[src/hdl/tps_consts.svh]
// constants for the tape punch source sequencer
// assumes a 100 MHz single clock domain
`ifndef TPS_CONSTS_SVH
`define TPS_CONSTS_SVH

`define TPS_CLK_HZ 100000000
`define TPS_CLK_PERIOD_NS 10
`define TPS_LEVELS 8
`define TPS_FIFO_DEPTH 16
`define TPS_CNT_W 21
`define TPS_FEED_HZ 105
`define TPS_FAST_HZ 240
`define TPS_STAGE1_US 10000
`define TPS_STAGE2_US 10000
`define TPS_DRIVE_NS 2000
`define TPS_FEED_CYC (`TPS_CLK_HZ / `TPS_FEED_HZ)
`define TPS_FAST_CYC (`TPS_CLK_HZ / `TPS_FAST_HZ)
`define TPS_STAGE1_CYC (`TPS_STAGE1_US * (`TPS_CLK_HZ / 1000000))
`define TPS_STAGE2_CYC (`TPS_STAGE2_US * (`TPS_CLK_HZ / 1000000))
`define TPS_DRIVE_CYC ((`TPS_DRIVE_NS + `TPS_CLK_PERIOD_NS - 1) / `TPS_CLK_PERIOD_NS)
`define TPS_DELETE_CHAR 8'hFF
`define TPS_BLANK_CHAR 8'h00
`define TPS_SW_BLANK 0
`define TPS_SW_CHAR 1
`define TPS_SW_FAST 2
`define TPS_NUM_SW 3

`endif

[src/hdl/tps_pkg.sv]
// types shared by the tape punch source sequencer
// assumes tps_consts.svh is on the include path
`include "tps_consts.svh"

package tps_pkg;
   typedef logic [`TPS_LEVELS-1:0] tps_char_t;
   typedef logic [`TPS_CNT_W-1:0] tps_cnt_t;

   typedef struct packed {
      logic serial;
      logic parallel;
      logic blank_feed;
      logic char_feed;
   } tps_sel_s;

   typedef struct packed {
      logic supply_exhausted;
      logic low_tape;
      logic chad_full;
      logic tape_absent;
      logic tight_tape;
   } tps_sense_s;

   typedef enum logic [1:0] {PWR_WAIT1, PWR_WAIT2, PWR_READY} tps_pwr_e;
   typedef enum logic {DRV_IDLE, DRV_HOLD} tps_drv_e;
endpackage

[src/hdl/tps_sequencer.sv]
// punch source sequencer: priming, punch commands, power-up delete, alarms
// assumes all pin inputs are asynchronous to mclk_i and switches are two-contact
//
// Function
// - serial and parallel selects never both active once ready
// - serial source: spacing bit inhibits, marking punches
// - parallel source: level primed from auxiliary bit
// - before ready: feeds off, sources on, no inhibit
// - power-ready delayed through two ordered stages
// - ready asserts: punch one all-holes delete character
// - delete priming captured, immune to select changes
// - feed switches debounced by set/reset latch
// - held feed switch runs 105 Hz oscillator
// - held feed switch asserts matching feed select
// - character feed removes both source selects
// - one punch command per feed oscillator pulse
// - toggle runs 240 Hz oscillator, punches per pulse
// - auxiliary sample rise selects parallel source
// - auxiliary sample fall punches auxiliary character
// - serial sample pulse selects serial source
// - end of serial sample punches primed character
// - supply exhausted stops the sending equipment
// - low tape, chad bin only light indicators
// - tape-absent and tight-tape accepted as alarms
// - all eight levels primed identically
// - first timing pulse clears set level drivers
`timescale 1ns/100ps
`default_nettype none

`include "tps_consts.svh"

module tps_fifo #(
   parameter int WIDTH = `TPS_LEVELS,
   parameter int DEPTH = `TPS_FIFO_DEPTH
) (
   // clock and reset
   input wire logic mclk_i,
   input wire logic nrst_i,
   // fill side
   input wire logic in_valid_i,
   output logic in_ready_o,
   input wire logic [WIDTH-1:0] in_data_i,
   // drain side
   output logic out_valid_o,
   input wire logic out_ready_i,
   output logic [WIDTH-1:0] out_data_o
);
   localparam int AW = $clog2(DEPTH);
   logic [WIDTH-1:0] mem [DEPTH];
   logic [AW:0] wr_ptr, rd_ptr, next_wr_ptr, next_rd_ptr;
   logic full, empty, do_wr, do_rd;

   always_comb begin
      empty = (wr_ptr == rd_ptr);
      full = (wr_ptr[AW-1:0] == rd_ptr[AW-1:0]) && (wr_ptr[AW] != rd_ptr[AW]);
      do_wr = in_valid_i && !full;
      do_rd = out_ready_i && !empty;
      next_wr_ptr = do_wr ? wr_ptr + 1'b1 : wr_ptr;
      next_rd_ptr = do_rd ? rd_ptr + 1'b1 : rd_ptr;
   end

   assign in_ready_o = !full;
   assign out_valid_o = !empty;
   assign out_data_o = mem[rd_ptr[AW-1:0]];

   always_ff @(posedge mclk_i or negedge nrst_i) begin
      if (!nrst_i) begin
         wr_ptr <= '0;
         rd_ptr <= '0;
      end else begin
         wr_ptr <= next_wr_ptr;
         rd_ptr <= next_rd_ptr;
      end
   end

   always_ff @(posedge mclk_i) begin
      if (do_wr) begin
         mem[wr_ptr[AW-1:0]] <= in_data_i;
      end
   end
endmodule

module tps_sequencer #(
   parameter int STAGE1_CYC = `TPS_STAGE1_CYC,
   parameter int STAGE2_CYC = `TPS_STAGE2_CYC,
   parameter int FEED_CYC = `TPS_FEED_CYC,
   parameter int FAST_CYC = `TPS_FAST_CYC
) (
   // clock and reset
   input wire logic mclk_i,
   input wire logic nrst_i,
   // data from sending equipment and converter
   input wire tps_pkg::tps_char_t aux_bits_i,
   input wire logic aux_sample_i,
   input wire tps_pkg::tps_char_t serial_bits_i,
   input wire logic serial_sample_i,
   // panel: programmed character and switch contacts
   input wire tps_pkg::tps_char_t prog_char_i,
   input wire logic [`TPS_NUM_SW-1:0] sw_make_i,
   input wire logic [`TPS_NUM_SW-1:0] sw_break_i,
   // tape and chad sensors
   input wire tps_pkg::tps_sense_s sense_i,
   // punch drive
   output tps_pkg::tps_char_t level_drive_o,
   output logic feed_drive_o,
   output logic punch_cmd_o,
   // status
   output tps_pkg::tps_sel_s sel_o,
   output logic power_ready_o,
   output logic hold_off_o,
   // alarms and indicators
   output logic stop_sending_o,
   output logic low_tape_lamp_o,
   output logic chad_full_lamp_o,
   output logic tape_absent_alarm_o,
   output logic tight_tape_alarm_o
);
   import tps_pkg::*;

   localparam int SYNC_W = 3 * `TPS_LEVELS + 2 + 2 * `TPS_NUM_SW + 5;
   localparam tps_cnt_t DRIVE_CYC = tps_cnt_t'(`TPS_DRIVE_CYC);
   localparam tps_char_t BLANK_CHAR = `TPS_BLANK_CHAR;

   // two-flop synchronisers for every pin
   logic [SYNC_W-1:0] sync1, sync2;
   always_ff @(posedge mclk_i or negedge nrst_i) begin
      if (!nrst_i) begin
         sync1 <= '0;
         sync2 <= '0;
      end else begin
         sync1 <= {aux_bits_i, aux_sample_i, serial_bits_i, serial_sample_i, prog_char_i,
                   sw_make_i, sw_break_i, sense_i};
         sync2 <= sync1;
      end
   end

   tps_char_t aux_s, ser_s, prog_s;
   logic aux_smp_s, ser_smp_s;
   logic [`TPS_NUM_SW-1:0] make_s, break_s;
   tps_sense_s sense_s;
   assign {aux_s, aux_smp_s, ser_s, ser_smp_s, prog_s, make_s, break_s, sense_s} = sync2;

   // power-ready sequence
   tps_pwr_e pwr, next_pwr;
   tps_cnt_t pwr_cnt, next_pwr_cnt;
   logic del_req, next_del_req;

   always_comb begin
      next_pwr = pwr;
      next_pwr_cnt = pwr_cnt + 1'b1;
      next_del_req = 1'b0;
      case (pwr)
         PWR_WAIT1: begin
            if (pwr_cnt >= tps_cnt_t'(STAGE1_CYC - 1)) begin
               next_pwr = PWR_WAIT2;
               next_pwr_cnt = '0;
            end
         end
         PWR_WAIT2: begin
            if (pwr_cnt >= tps_cnt_t'(STAGE2_CYC - 1)) begin
               next_pwr = PWR_READY;
               next_pwr_cnt = '0;
               next_del_req = 1'b1;
            end
         end
         PWR_READY: begin
            next_pwr_cnt = '0;
         end
         default: begin
            next_pwr = PWR_WAIT1;
            next_pwr_cnt = '0;
         end
      endcase
   end

   always_ff @(posedge mclk_i or negedge nrst_i) begin
      if (!nrst_i) begin
         pwr <= PWR_WAIT1;
         pwr_cnt <= '0;
         del_req <= 1'b0;
      end else begin
         pwr <= next_pwr;
         pwr_cnt <= next_pwr_cnt;
         del_req <= next_del_req;
      end
   end

   logic ready;
   assign ready = (pwr == PWR_READY);

   // switch latches, sample edges and mode flag
   logic [`TPS_NUM_SW-1:0] sw_latch, next_sw_latch;
   logic aux_smp_d, ser_smp_d, mode_par, next_mode_par;
   logic aux_rise, aux_fall, ser_rise, ser_fall;

   for (genvar s = 0; s < `TPS_NUM_SW; s++) begin : g_sw
      always_comb begin
         // set on make contact, reset only on break contact
         if (make_s[s]) begin
            next_sw_latch[s] = 1'b1;
         end else if (break_s[s]) begin
            next_sw_latch[s] = 1'b0;
         end else begin
            next_sw_latch[s] = sw_latch[s];
         end
      end
   end

   always_comb begin
      aux_rise = aux_smp_s && !aux_smp_d;
      aux_fall = !aux_smp_s && aux_smp_d;
      ser_rise = ser_smp_s && !ser_smp_d;
      ser_fall = !ser_smp_s && ser_smp_d;
      next_mode_par = mode_par;
      if (aux_rise) begin
         next_mode_par = 1'b1;
      end else if (ser_rise) begin
         next_mode_par = 1'b0;
      end
   end

   always_ff @(posedge mclk_i or negedge nrst_i) begin
      if (!nrst_i) begin
         sw_latch <= '0;
         aux_smp_d <= 1'b0;
         ser_smp_d <= 1'b0;
         mode_par <= 1'b0;
      end else begin
         sw_latch <= next_sw_latch;
         aux_smp_d <= aux_smp_s;
         ser_smp_d <= ser_smp_s;
         mode_par <= next_mode_par;
      end
   end

   // source selects and per-level priming
   tps_sel_s sel;
   tps_char_t prime;

   always_comb begin
      if (!ready) begin
         sel = '{serial: 1'b1, parallel: 1'b1, blank_feed: 1'b0, char_feed: 1'b0};
      end else begin
         sel.blank_feed = sw_latch[`TPS_SW_BLANK];
         sel.char_feed = sw_latch[`TPS_SW_CHAR] || sw_latch[`TPS_SW_FAST];
         sel.parallel = mode_par && !sel.char_feed;
         sel.serial = !mode_par && !sel.char_feed;
      end
   end

   for (genvar l = 0; l < `TPS_LEVELS; l++) begin : g_level
      always_comb begin
         if (sel.serial && sel.parallel) begin
            prime[l] = 1'b1;
         end else if (sel.blank_feed) begin
            prime[l] = BLANK_CHAR[l];
         end else if (sel.char_feed) begin
            prime[l] = prog_s[l];
         end else if (sel.parallel) begin
            prime[l] = aux_s[l];
         end else begin
            prime[l] = ser_s[l];
         end
      end
   end

   // feed oscillators
   tps_cnt_t feed_cnt, next_feed_cnt, fast_cnt, next_fast_cnt;
   logic feed_pulse, fast_pulse;

   always_comb begin
      feed_pulse = 1'b0;
      fast_pulse = 1'b0;
      next_feed_cnt = '0;
      next_fast_cnt = '0;
      if (ready && (sw_latch[`TPS_SW_BLANK] || sw_latch[`TPS_SW_CHAR])) begin
         feed_pulse = (feed_cnt == tps_cnt_t'(FEED_CYC - 1));
         next_feed_cnt = feed_pulse ? '0 : feed_cnt + 1'b1;
      end
      if (ready && sw_latch[`TPS_SW_FAST]) begin
         fast_pulse = (fast_cnt == tps_cnt_t'(FAST_CYC - 1));
         next_fast_cnt = fast_pulse ? '0 : fast_cnt + 1'b1;
      end
   end

   always_ff @(posedge mclk_i or negedge nrst_i) begin
      if (!nrst_i) begin
         feed_cnt <= '0;
         fast_cnt <= '0;
      end else begin
         feed_cnt <= next_feed_cnt;
         fast_cnt <= next_fast_cnt;
      end
   end

   // punch command queue
   logic q_valid, q_ready, out_valid, out_ready;
   tps_char_t q_data, out_data;

   always_comb begin
      q_valid = 1'b1;
      q_data = prime;
      if (del_req) begin
         q_data = `TPS_DELETE_CHAR;
      end else if (ready && sel.parallel && aux_fall) begin
         q_data = prime;
      end else if (ready && sel.serial && ser_fall) begin
         q_data = prime;
      end else if (feed_pulse || fast_pulse) begin
         q_data = prime;
      end else begin
         q_valid = 1'b0;
      end
   end

   tps_fifo #(
      .WIDTH(`TPS_LEVELS),
      .DEPTH(`TPS_FIFO_DEPTH)
   ) u_fifo (
      .mclk_i(mclk_i),
      .nrst_i(nrst_i),
      .in_valid_i(q_valid),
      .in_ready_o(q_ready),
      .in_data_i(q_data),
      .out_valid_o(out_valid),
      .out_ready_i(out_ready),
      .out_data_o(out_data)
   );

   // level drivers and punch timing oscillator
   tps_drv_e drv, next_drv;
   tps_cnt_t drv_cnt, next_drv_cnt;
   tps_char_t drive, next_drive;
   logic feed_hole, next_feed_hole, cmd, next_cmd;

   assign out_ready = (drv == DRV_IDLE);

   always_comb begin
      next_drv = drv;
      next_drv_cnt = '0;
      next_drive = drive;
      next_feed_hole = feed_hole;
      next_cmd = 1'b0;
      case (drv)
         DRV_IDLE: begin
            if (out_valid) begin
               next_drv = DRV_HOLD;
               next_drive = out_data;
               next_feed_hole = 1'b1;
               next_cmd = 1'b1;
            end
         end
         DRV_HOLD: begin
            next_drv_cnt = drv_cnt + 1'b1;
            if (drv_cnt >= DRIVE_CYC - 1'b1) begin
               next_drv = DRV_IDLE;
               next_drive = '0;
               next_feed_hole = 1'b0;
               next_drv_cnt = '0;
            end
         end
         default: begin
            next_drv = DRV_IDLE;
            next_drive = '0;
            next_feed_hole = 1'b0;
         end
      endcase
   end

   always_ff @(posedge mclk_i or negedge nrst_i) begin
      if (!nrst_i) begin
         drv <= DRV_IDLE;
         drv_cnt <= '0;
         drive <= '0;
         feed_hole <= 1'b0;
         cmd <= 1'b0;
      end else begin
         drv <= next_drv;
         drv_cnt <= next_drv_cnt;
         drive <= next_drive;
         feed_hole <= next_feed_hole;
         cmd <= next_cmd;
      end
   end

   // registered status and alarm outputs
   always_ff @(posedge mclk_i or negedge nrst_i) begin
      if (!nrst_i) begin
         sel_o <= '{serial: 1'b1, parallel: 1'b1, blank_feed: 1'b0, char_feed: 1'b0};
         power_ready_o <= 1'b0;
         hold_off_o <= 1'b0;
         stop_sending_o <= 1'b0;
         low_tape_lamp_o <= 1'b0;
         chad_full_lamp_o <= 1'b0;
         tape_absent_alarm_o <= 1'b0;
         tight_tape_alarm_o <= 1'b0;
      end else begin
         sel_o <= sel;
         power_ready_o <= ready;
         hold_off_o <= !q_ready;
         stop_sending_o <= sense_s.supply_exhausted;
         low_tape_lamp_o <= sense_s.low_tape;
         chad_full_lamp_o <= sense_s.chad_full;
         tape_absent_alarm_o <= sense_s.tape_absent;
         tight_tape_alarm_o <= sense_s.tight_tape;
      end
   end

   assign level_drive_o = drive;
   assign feed_drive_o = feed_hole;
   assign punch_cmd_o = cmd;
endmodule

`default_nettype wire

[config.mk]
export PLATFORM = sky130hd
export DESIGN_NAME = tps_sequencer
export DESIGN_NICKNAME = d
export VERILOG_FILES = /design/src/hdl/tps_pkg.sv /design/src/hdl/tps_sequencer.sv
export VERILOG_INCLUDE_DIRS = /design/src /design/src/hdl
export SDC_FILE = /design/constraint.sdc
export NUM_CORES = 1
export LEC_CHECK = 0
export BUFFER_PORTS_ARGS = -buffer_cell sky130_fd_sc_hd__buf_2
export CORE_MARGIN = 4
export CORE_UTILIZATION = 40
export CTS_BUF_LIST = sky130_fd_sc_hd__clkbuf_8
export DETAILED_ROUTE_END_ITERATION = 8
export GPL_ROUTABILITY_DRIVEN = 0
export PLACE_DENSITY = 0.63
export SETUP_SLACK_MARGIN = 0.1
export SLEW_MARGIN = 20
export SYNTH_ARGS = -nofsm -noshare
export SYNTH_HDL_FRONTEND = slang
export SYNTH_SLANG_ARGS = --single-unit
[constraint.sdc]
create_clock -name mclk_i -period 2.9 [get_ports mclk_i]
set_clock_uncertainty 0.2 [all_clocks]
set_input_delay 0.29 -clock mclk_i [delete_from_list [all_inputs] [get_ports mclk_i]]
set_output_delay 0.29 -clock mclk_i [all_outputs]
set_load 0.02 [all_outputs]
# After elaboration in Yosys (flattened, before gate mapping)
# Memories as Yosys holds them, arrays and structs flattened.
# Index checks and enable logic that the tools add are counted.
[word_totals]
mem_count = 1
inputBits = 39
out_inout_bits = 21
register_bits = 199
ram_bits = 128
elab_cells = 161
[op_classes]
muxes = 73
n_reduce_logical = 35
addsub = 6
bitwise_logic = 2
n_lt_le_gt_ge = 2
eq_ne = 11
[mem_list]
columns = ["memory", "words", "word_bits", "rd", "rd_ports_with_merged_regs", "write_ports", "line_no", "source"]
rows = [
  ["u_fifo.mem", 16, 8, 1, 0, 1, "tps_sequencer.sv:49", "logic [WIDTH-1:0] mem [DEPTH];"],
]
[op_table]
columns = ["cell", "count"]
rows = [
  ["21-bit two-way mux", 8],
  ["21-bit by 1-bit adder with 21-bit output, second input constant", 4],
  ["1-bit two-way mux", 55],
  ["8-bit two-way mux", 3],
  ["21-bit by 19-bit equality test with 1-bit output, second input constant", 1],
  ["21-bit by 20-bit equality test with 1-bit output, second input constant", 1],
  ["21-bit by 20-bit greater-or-equal comparator with 1-bit output, second input constant", 1],
  ["21-bit by 8-bit greater-or-equal comparator with 1-bit output, second input constant", 1],
  ["1-bit logical AND", 16],
  ["8-bit one-hot mux with 2 select lines", 1],
  ["5-bit by 1-bit adder with 5-bit output, second input constant", 2],
  ["1-bit zero test", 8],
  ["2-bit nonzero test", 4],
  ["2-bit inequality test, second input constant", 3],
  ["2-bit one-hot mux with 3 select lines", 1],
  ["5-bit equality test", 1],
  ["4-bit equality test", 1],
  ["2-bit two-way mux", 2],
  ["4-bit two-way mux", 1],
  ["1-bit one-hot mux with 2 select lines", 2],
  ["1-bit logical OR", 3],
  ["3-bit AND reduction", 1],
  ["2-bit by 1-bit equality test with 1-bit output, second input constant", 1],
  ["2-bit equality test, second input constant", 1],
  ["6 further kinds", 7],
]

# Depth between registers and ports, before layout
[depth]
word_depth = 12
mapped_depth = 8
mapped_depth_nobuf = 7

# Hierarchy
# A second synthesis with hierarchy kept.
[unflattened]
hier_cells = 858
area_unflattened_um2 = 12549.5
[modules_own_cells]
columns = ["mod", "area_each_um2", "cells_each", "seq_area_each_um2", "instances"]
rows = [
  ["tps_sequencer", 7018.0, 577, 4732.0, 1],
  ["tps_fifo", 5531.6, 281, 4093.9, 1],
]

# Worst setup path after synthesis
# Ideal clock, no wire load.
[synth_path]
kind = "register -> register"
from = "register fast_cnt[1]"
to = "memory u_fifo.mem[10][0] (netlist name) (enable)"
stages_incl_launch_ff = 9
slack_ps = 379
t_arrival_ps = 1989
n_path_buf = 1
setup_time_ps = 332
required_time_ps = 2368
period_less_slack_ps = 2521
cell_sequence = "dfrtp_1 > inv_1 > ha_1 > and4bb_1 > nand4_1 > or4_4 > a21oi_4 > buf_6 > and3_1"
[synth_between]
elab_chain_len = 10
[synth_rtl]
columns = ["element", "line_no", "source"]
rows = [
  ["start: declaration", "tps_sequencer.sv:268", "tps_cnt_t feed_cnt, next_feed_cnt, fast_cnt, next_fast_cnt;"],
  ["start signal: assignment", "tps_sequencer.sv:292", "fast_cnt <= next_fast_cnt;"],
  ["21-bit by 19-bit equality test with 1-bit output", "tps_sequencer.sv:281", "fast_pulse = (fast_cnt == tps_cnt_t'(FAST_CYC - 1));"],
  ["1-bit two-way mux", "tps_sequencer.sv:280", "if (ready && sw_latch[`TPS_SW_FAST]) begin"],
  ["1-bit logical OR", "tps_sequencer.sv:309", "end else if (feed_pulse || fast_pulse) begin"],
  ["1-bit two-way mux", "tps_sequencer.sv:309", ""],
  ["1-bit two-way mux", "tps_sequencer.sv:307", "end else if (ready && sel.serial && ser_fall) begin"],
  ["1-bit two-way mux", "tps_sequencer.sv:305", "end else if (ready && sel.parallel && aux_fall) begin"],
  ["1-bit two-way mux", "tps_sequencer.sv:303", "if (del_req) begin"],
  ["1-bit logical AND", "tps_sequencer.sv:56", "do_wr = in_valid_i && !full;"],
  ["1-bit two-way mux", "tps_sequencer.sv:77", "if (do_wr) begin"],
  ["1-bit two-way mux (implied by the code)", "tps_sequencer.sv:78", "mem[wr_ptr[AW-1:0]] <= in_data_i;"],
  ["end: declaration", "tps_sequencer.sv:49", ""],
]
# No other way between the ends.

# Worst setup path after layout
[layout_path]
from = "register fast_cnt[1]"
to = "memory u_fifo.mem[14][4] (netlist name) (enable)"
# Same word-level chain as after synthesis.

==> summary.txt <==
Clock tree
  – Clock latency on the worst-skew pair: 0.56 ns
  – CTS tree: yes
  – TritonCTS Sinks: 327
  – TritonCTS Buffers: 52
  – H-tree depth: 2
  – Root Buffer: clkbuf_8
  – Maximum buffer depth of the clock tree: 3
  – Setup repair bufs after CTS: 0
  – Clock transition at path regs: 0.07 ns

Final layout
  – Area grow syn2layout: 19.7%
  – Highest-count cells in the layout ignoring fill and taps: dfrtp_1 (196), edfxtp_1 (128), nor2_1 (87), clkbuf_8 (60), buf_2 (58)
  – Most common cell after layout, fill and taps aside: dfrtp_1
  – Layout Cells excl Fill: 1438
  – Share of cells above drive strength 1: 0.214
  – Nets: 1050
  – Ant diodes: 0

Placement
  – Worst slack, placed: 0.132 ns
  – Detailed Place HPWL: 15800 um
  – Cells after DPL: 1305
  – IO Port Bufs: 59

Drt
  – DRC viols: 0
  – Drt total wl: 24900 um
  – ANT nets after route: 0
  – Vias: 7114
  – Initial DRC Count: 437
  – DR WL/cell: 17.3 um
  – DRT Pass-1 Iters: 5
  – Vias per inst: 4.95

Synth
  – Synth Cell Area: 12500 sq um
  – Number of synthesis warnings: 0
  – Synth async-reset ratio: 0.609
  – Post-synth top flop: dfrtp_1
  – Syn_area_per_cell: 15.1 sq um
  – Yosys reg bits: 327
  – Number of synthesized flops with an enable pin: 128
  – Gate Count Post-Synth: 830
  – Yosys cell types: 58
  – Sequential area share after synthesis: 0.704

Setup path
  – Crit path required time: 2.95 ns
  – CP max stage cell: or4_4
  – Crit Path Category: flip-flop to flip-flop
  – Crit-path cells: inv_1 > ha_1 > and4bb_1 > nand4_1 > or4_4 > a21oi_4 > buf_12 > and3_2
  – Worst Path Arrival: 2.70 ns
  – Worst path top cell family by delay: simple AND/OR/NAND/NOR gates
  – Max incr delay on CP: 0.60 ns
  – CP Launch Type: flip-flop
  – Crit path capture type: flip-flop
  – Max FO, Critical Path: 14
  – Worst path buffer plus inverter count: 2

Floorplanning
  – Core area: 30700 sq um
  – Row cnt: 64
  – I/O pins: 60
  – DIE AREA: 34200 sq um
  – Die width: 185 um
  – Initial core utilization: 0.408
  – DIE HEIGHT: 185 um

Status
  – Outcome: completed

Global route
  – First-pass GRT wire length: 39900 um
  – Vias in the first global route: 7303
  – Total global routing track utilization: 0.148
  – Total global routing overflow: 0
  – Initial antenna violation count: 1
  – Largest net degree at the start of global routing: 68

Timing
  – Final Critical Period: 2.66 ns
  – Setup TNS: 0 ns
  – Final Slew Violations: 0
  – Fin. Hold Viols: 0
  – RSZ-0062 raised after global routing: false
  – Slack of the critical path: 0.244 ns
  – Fmax: 0.377 GHz
  – Worst-Margin Slew: 0.797 ns
  – Count of final setup violators: 0
  – Slew margin rel.: 0.465
  – Final period util: 0.916

Power
  – Worst VDD drop: 0.448 mV
  – Power Density: 822 nW/um^2
  – LEAKAGE: 6.06 nW

Min path
  – Worst min path class: input pin to asynchronous set/reset pin

Job
  – Max-Cap Viols: 0
cells by family after synthesis:
group                    after synthesis  synth area share
AO/OA/AOI/OAI                         65            0.0383
XOR/XNOR                              70            0.0489
adder cells (fa/ha/maj)               10           0.00998
buffers and inverters                 50            0.0172
flip-flops                           327             0.704
multiplexers                          51            0.0729
other                                  1          0.000299
AND/OR/NAND/NOR                      256             0.108
routing by layer:
metal,wire length (um),track usage
met1,11500,0.215
met2,11600,0.232
met4,383,0.0364
met5,0,0
met3,1440,0.0306
metrics by stage:
stage / instance area [sq um] / hold slack, ns / power (W) / utilization
2_1_floorplan: 12600 / -0.206 / 0.00748 / -
3_3_place_gp: 13500 / 0.130 / 0.00846 / 0.441
3_5_place_dp: 13500 / 0.135 / 0.00847 / 0.441
4_1_cts: 15000 / 0.0847 / 0.0125 / 0.488
5_1_grt: 15000 / 0.124 / 0.0130 / 0.488
6_report: 15000 / 0.0887 / 0.0123 / 0.488
cells in the mapped netlist, types with 4 or more instances:
cell	instances	share of area
dfrtp_1	197	0.39
edfxtp_1	128	0.31
nor2_1	87	0.026
xnor2_1	39	0.027
mux4_2	32	0.057
and3_1	31	0.015
xor2_1	31	0.022
nand2_1	27	0.0081
nand3_1	24	0.0096
inv_1	22	0.0066
mux2i_1	17	0.014
nand4_1	16	0.0080
a21oi_1	14	0.0056
clkbuf_1	13	0.0039
nor3_1	13	0.0052
nor2b_1	12	0.0060
a211oi_1	10	0.0060
buf_2	10	0.0040
ha_1	10	0.010
a211o_1	9	0.0063
a22o_1	8	0.0056
nor4_1	7	0.0035
o21ai_0	7	0.0028
and2_1	6	0.0030
and4_1	6	0.0042
a21o_1	4	0.0024
or3_1	4	0.0020
power breakdown:
group          internal, W  leakage, nW  switching, W  total, W
logic              0.00116         1.84       0.00168   0.00284
clock network      0.00221        0.599       0.00172   0.00394
registers          0.00536         3.62      0.000198   0.00556
total              0.00874         6.06       0.00360    0.0123
flip-flops by register name, indices dropped and copies added (netlist names), 3 cells and up:
register / count
drv_cnt: 21
fast_cnt: 21
feed_cnt: 21
level_drive_o: 8
pwr_cnt: 21
sel_o: 4
sw_latch: 3
sync1: 37
sync2: 37
u_fifo.mem: 128
u_fifo.rd_ptr: 5
u_fifo.wr_ptr: 5
path summary, 6_finish.rpt:
check	start	to	slack (ns)	cells after the start
worst min-delay path	nrst_i	level_drive_o[5]	0.09	2
worst max-delay path	fast_cnt[1]	u_fifo.mem[14][4]	0.24	8
worst max register to register	fast_cnt[1]	u_fifo.mem[14][4]	0.24	8
min in group mclk_i	sync1[15]	sync2[15]	0.15	0
worst min register to register	sync1[15]	sync2[15]	0.15	0
max in group asynchronous	nrst_i	sel_o[2]	1.62	3
final cells by class:
| cell class | count | area, sq um |
|---|---|---|
| sequential | 327 | 8830 |
| inverter | 23 | 86.3 |
| clock inverter | 36 | 250 |
| clock buffer | 59 | 812 |
| tap | 396 | 495 |
| fill | 2677 | 15700 |
| multi-input combinational | 466 | 3560 |
| timing repair buffer | 131 | 977 |
timing repair:
action                     CTS  global route
resized for setup            0             8
hold endpoints to repair   121             0
hold buffers                38             0
setup endpoints to repair    0            56
Note: power is estimated with default switching activity, not from simulation.
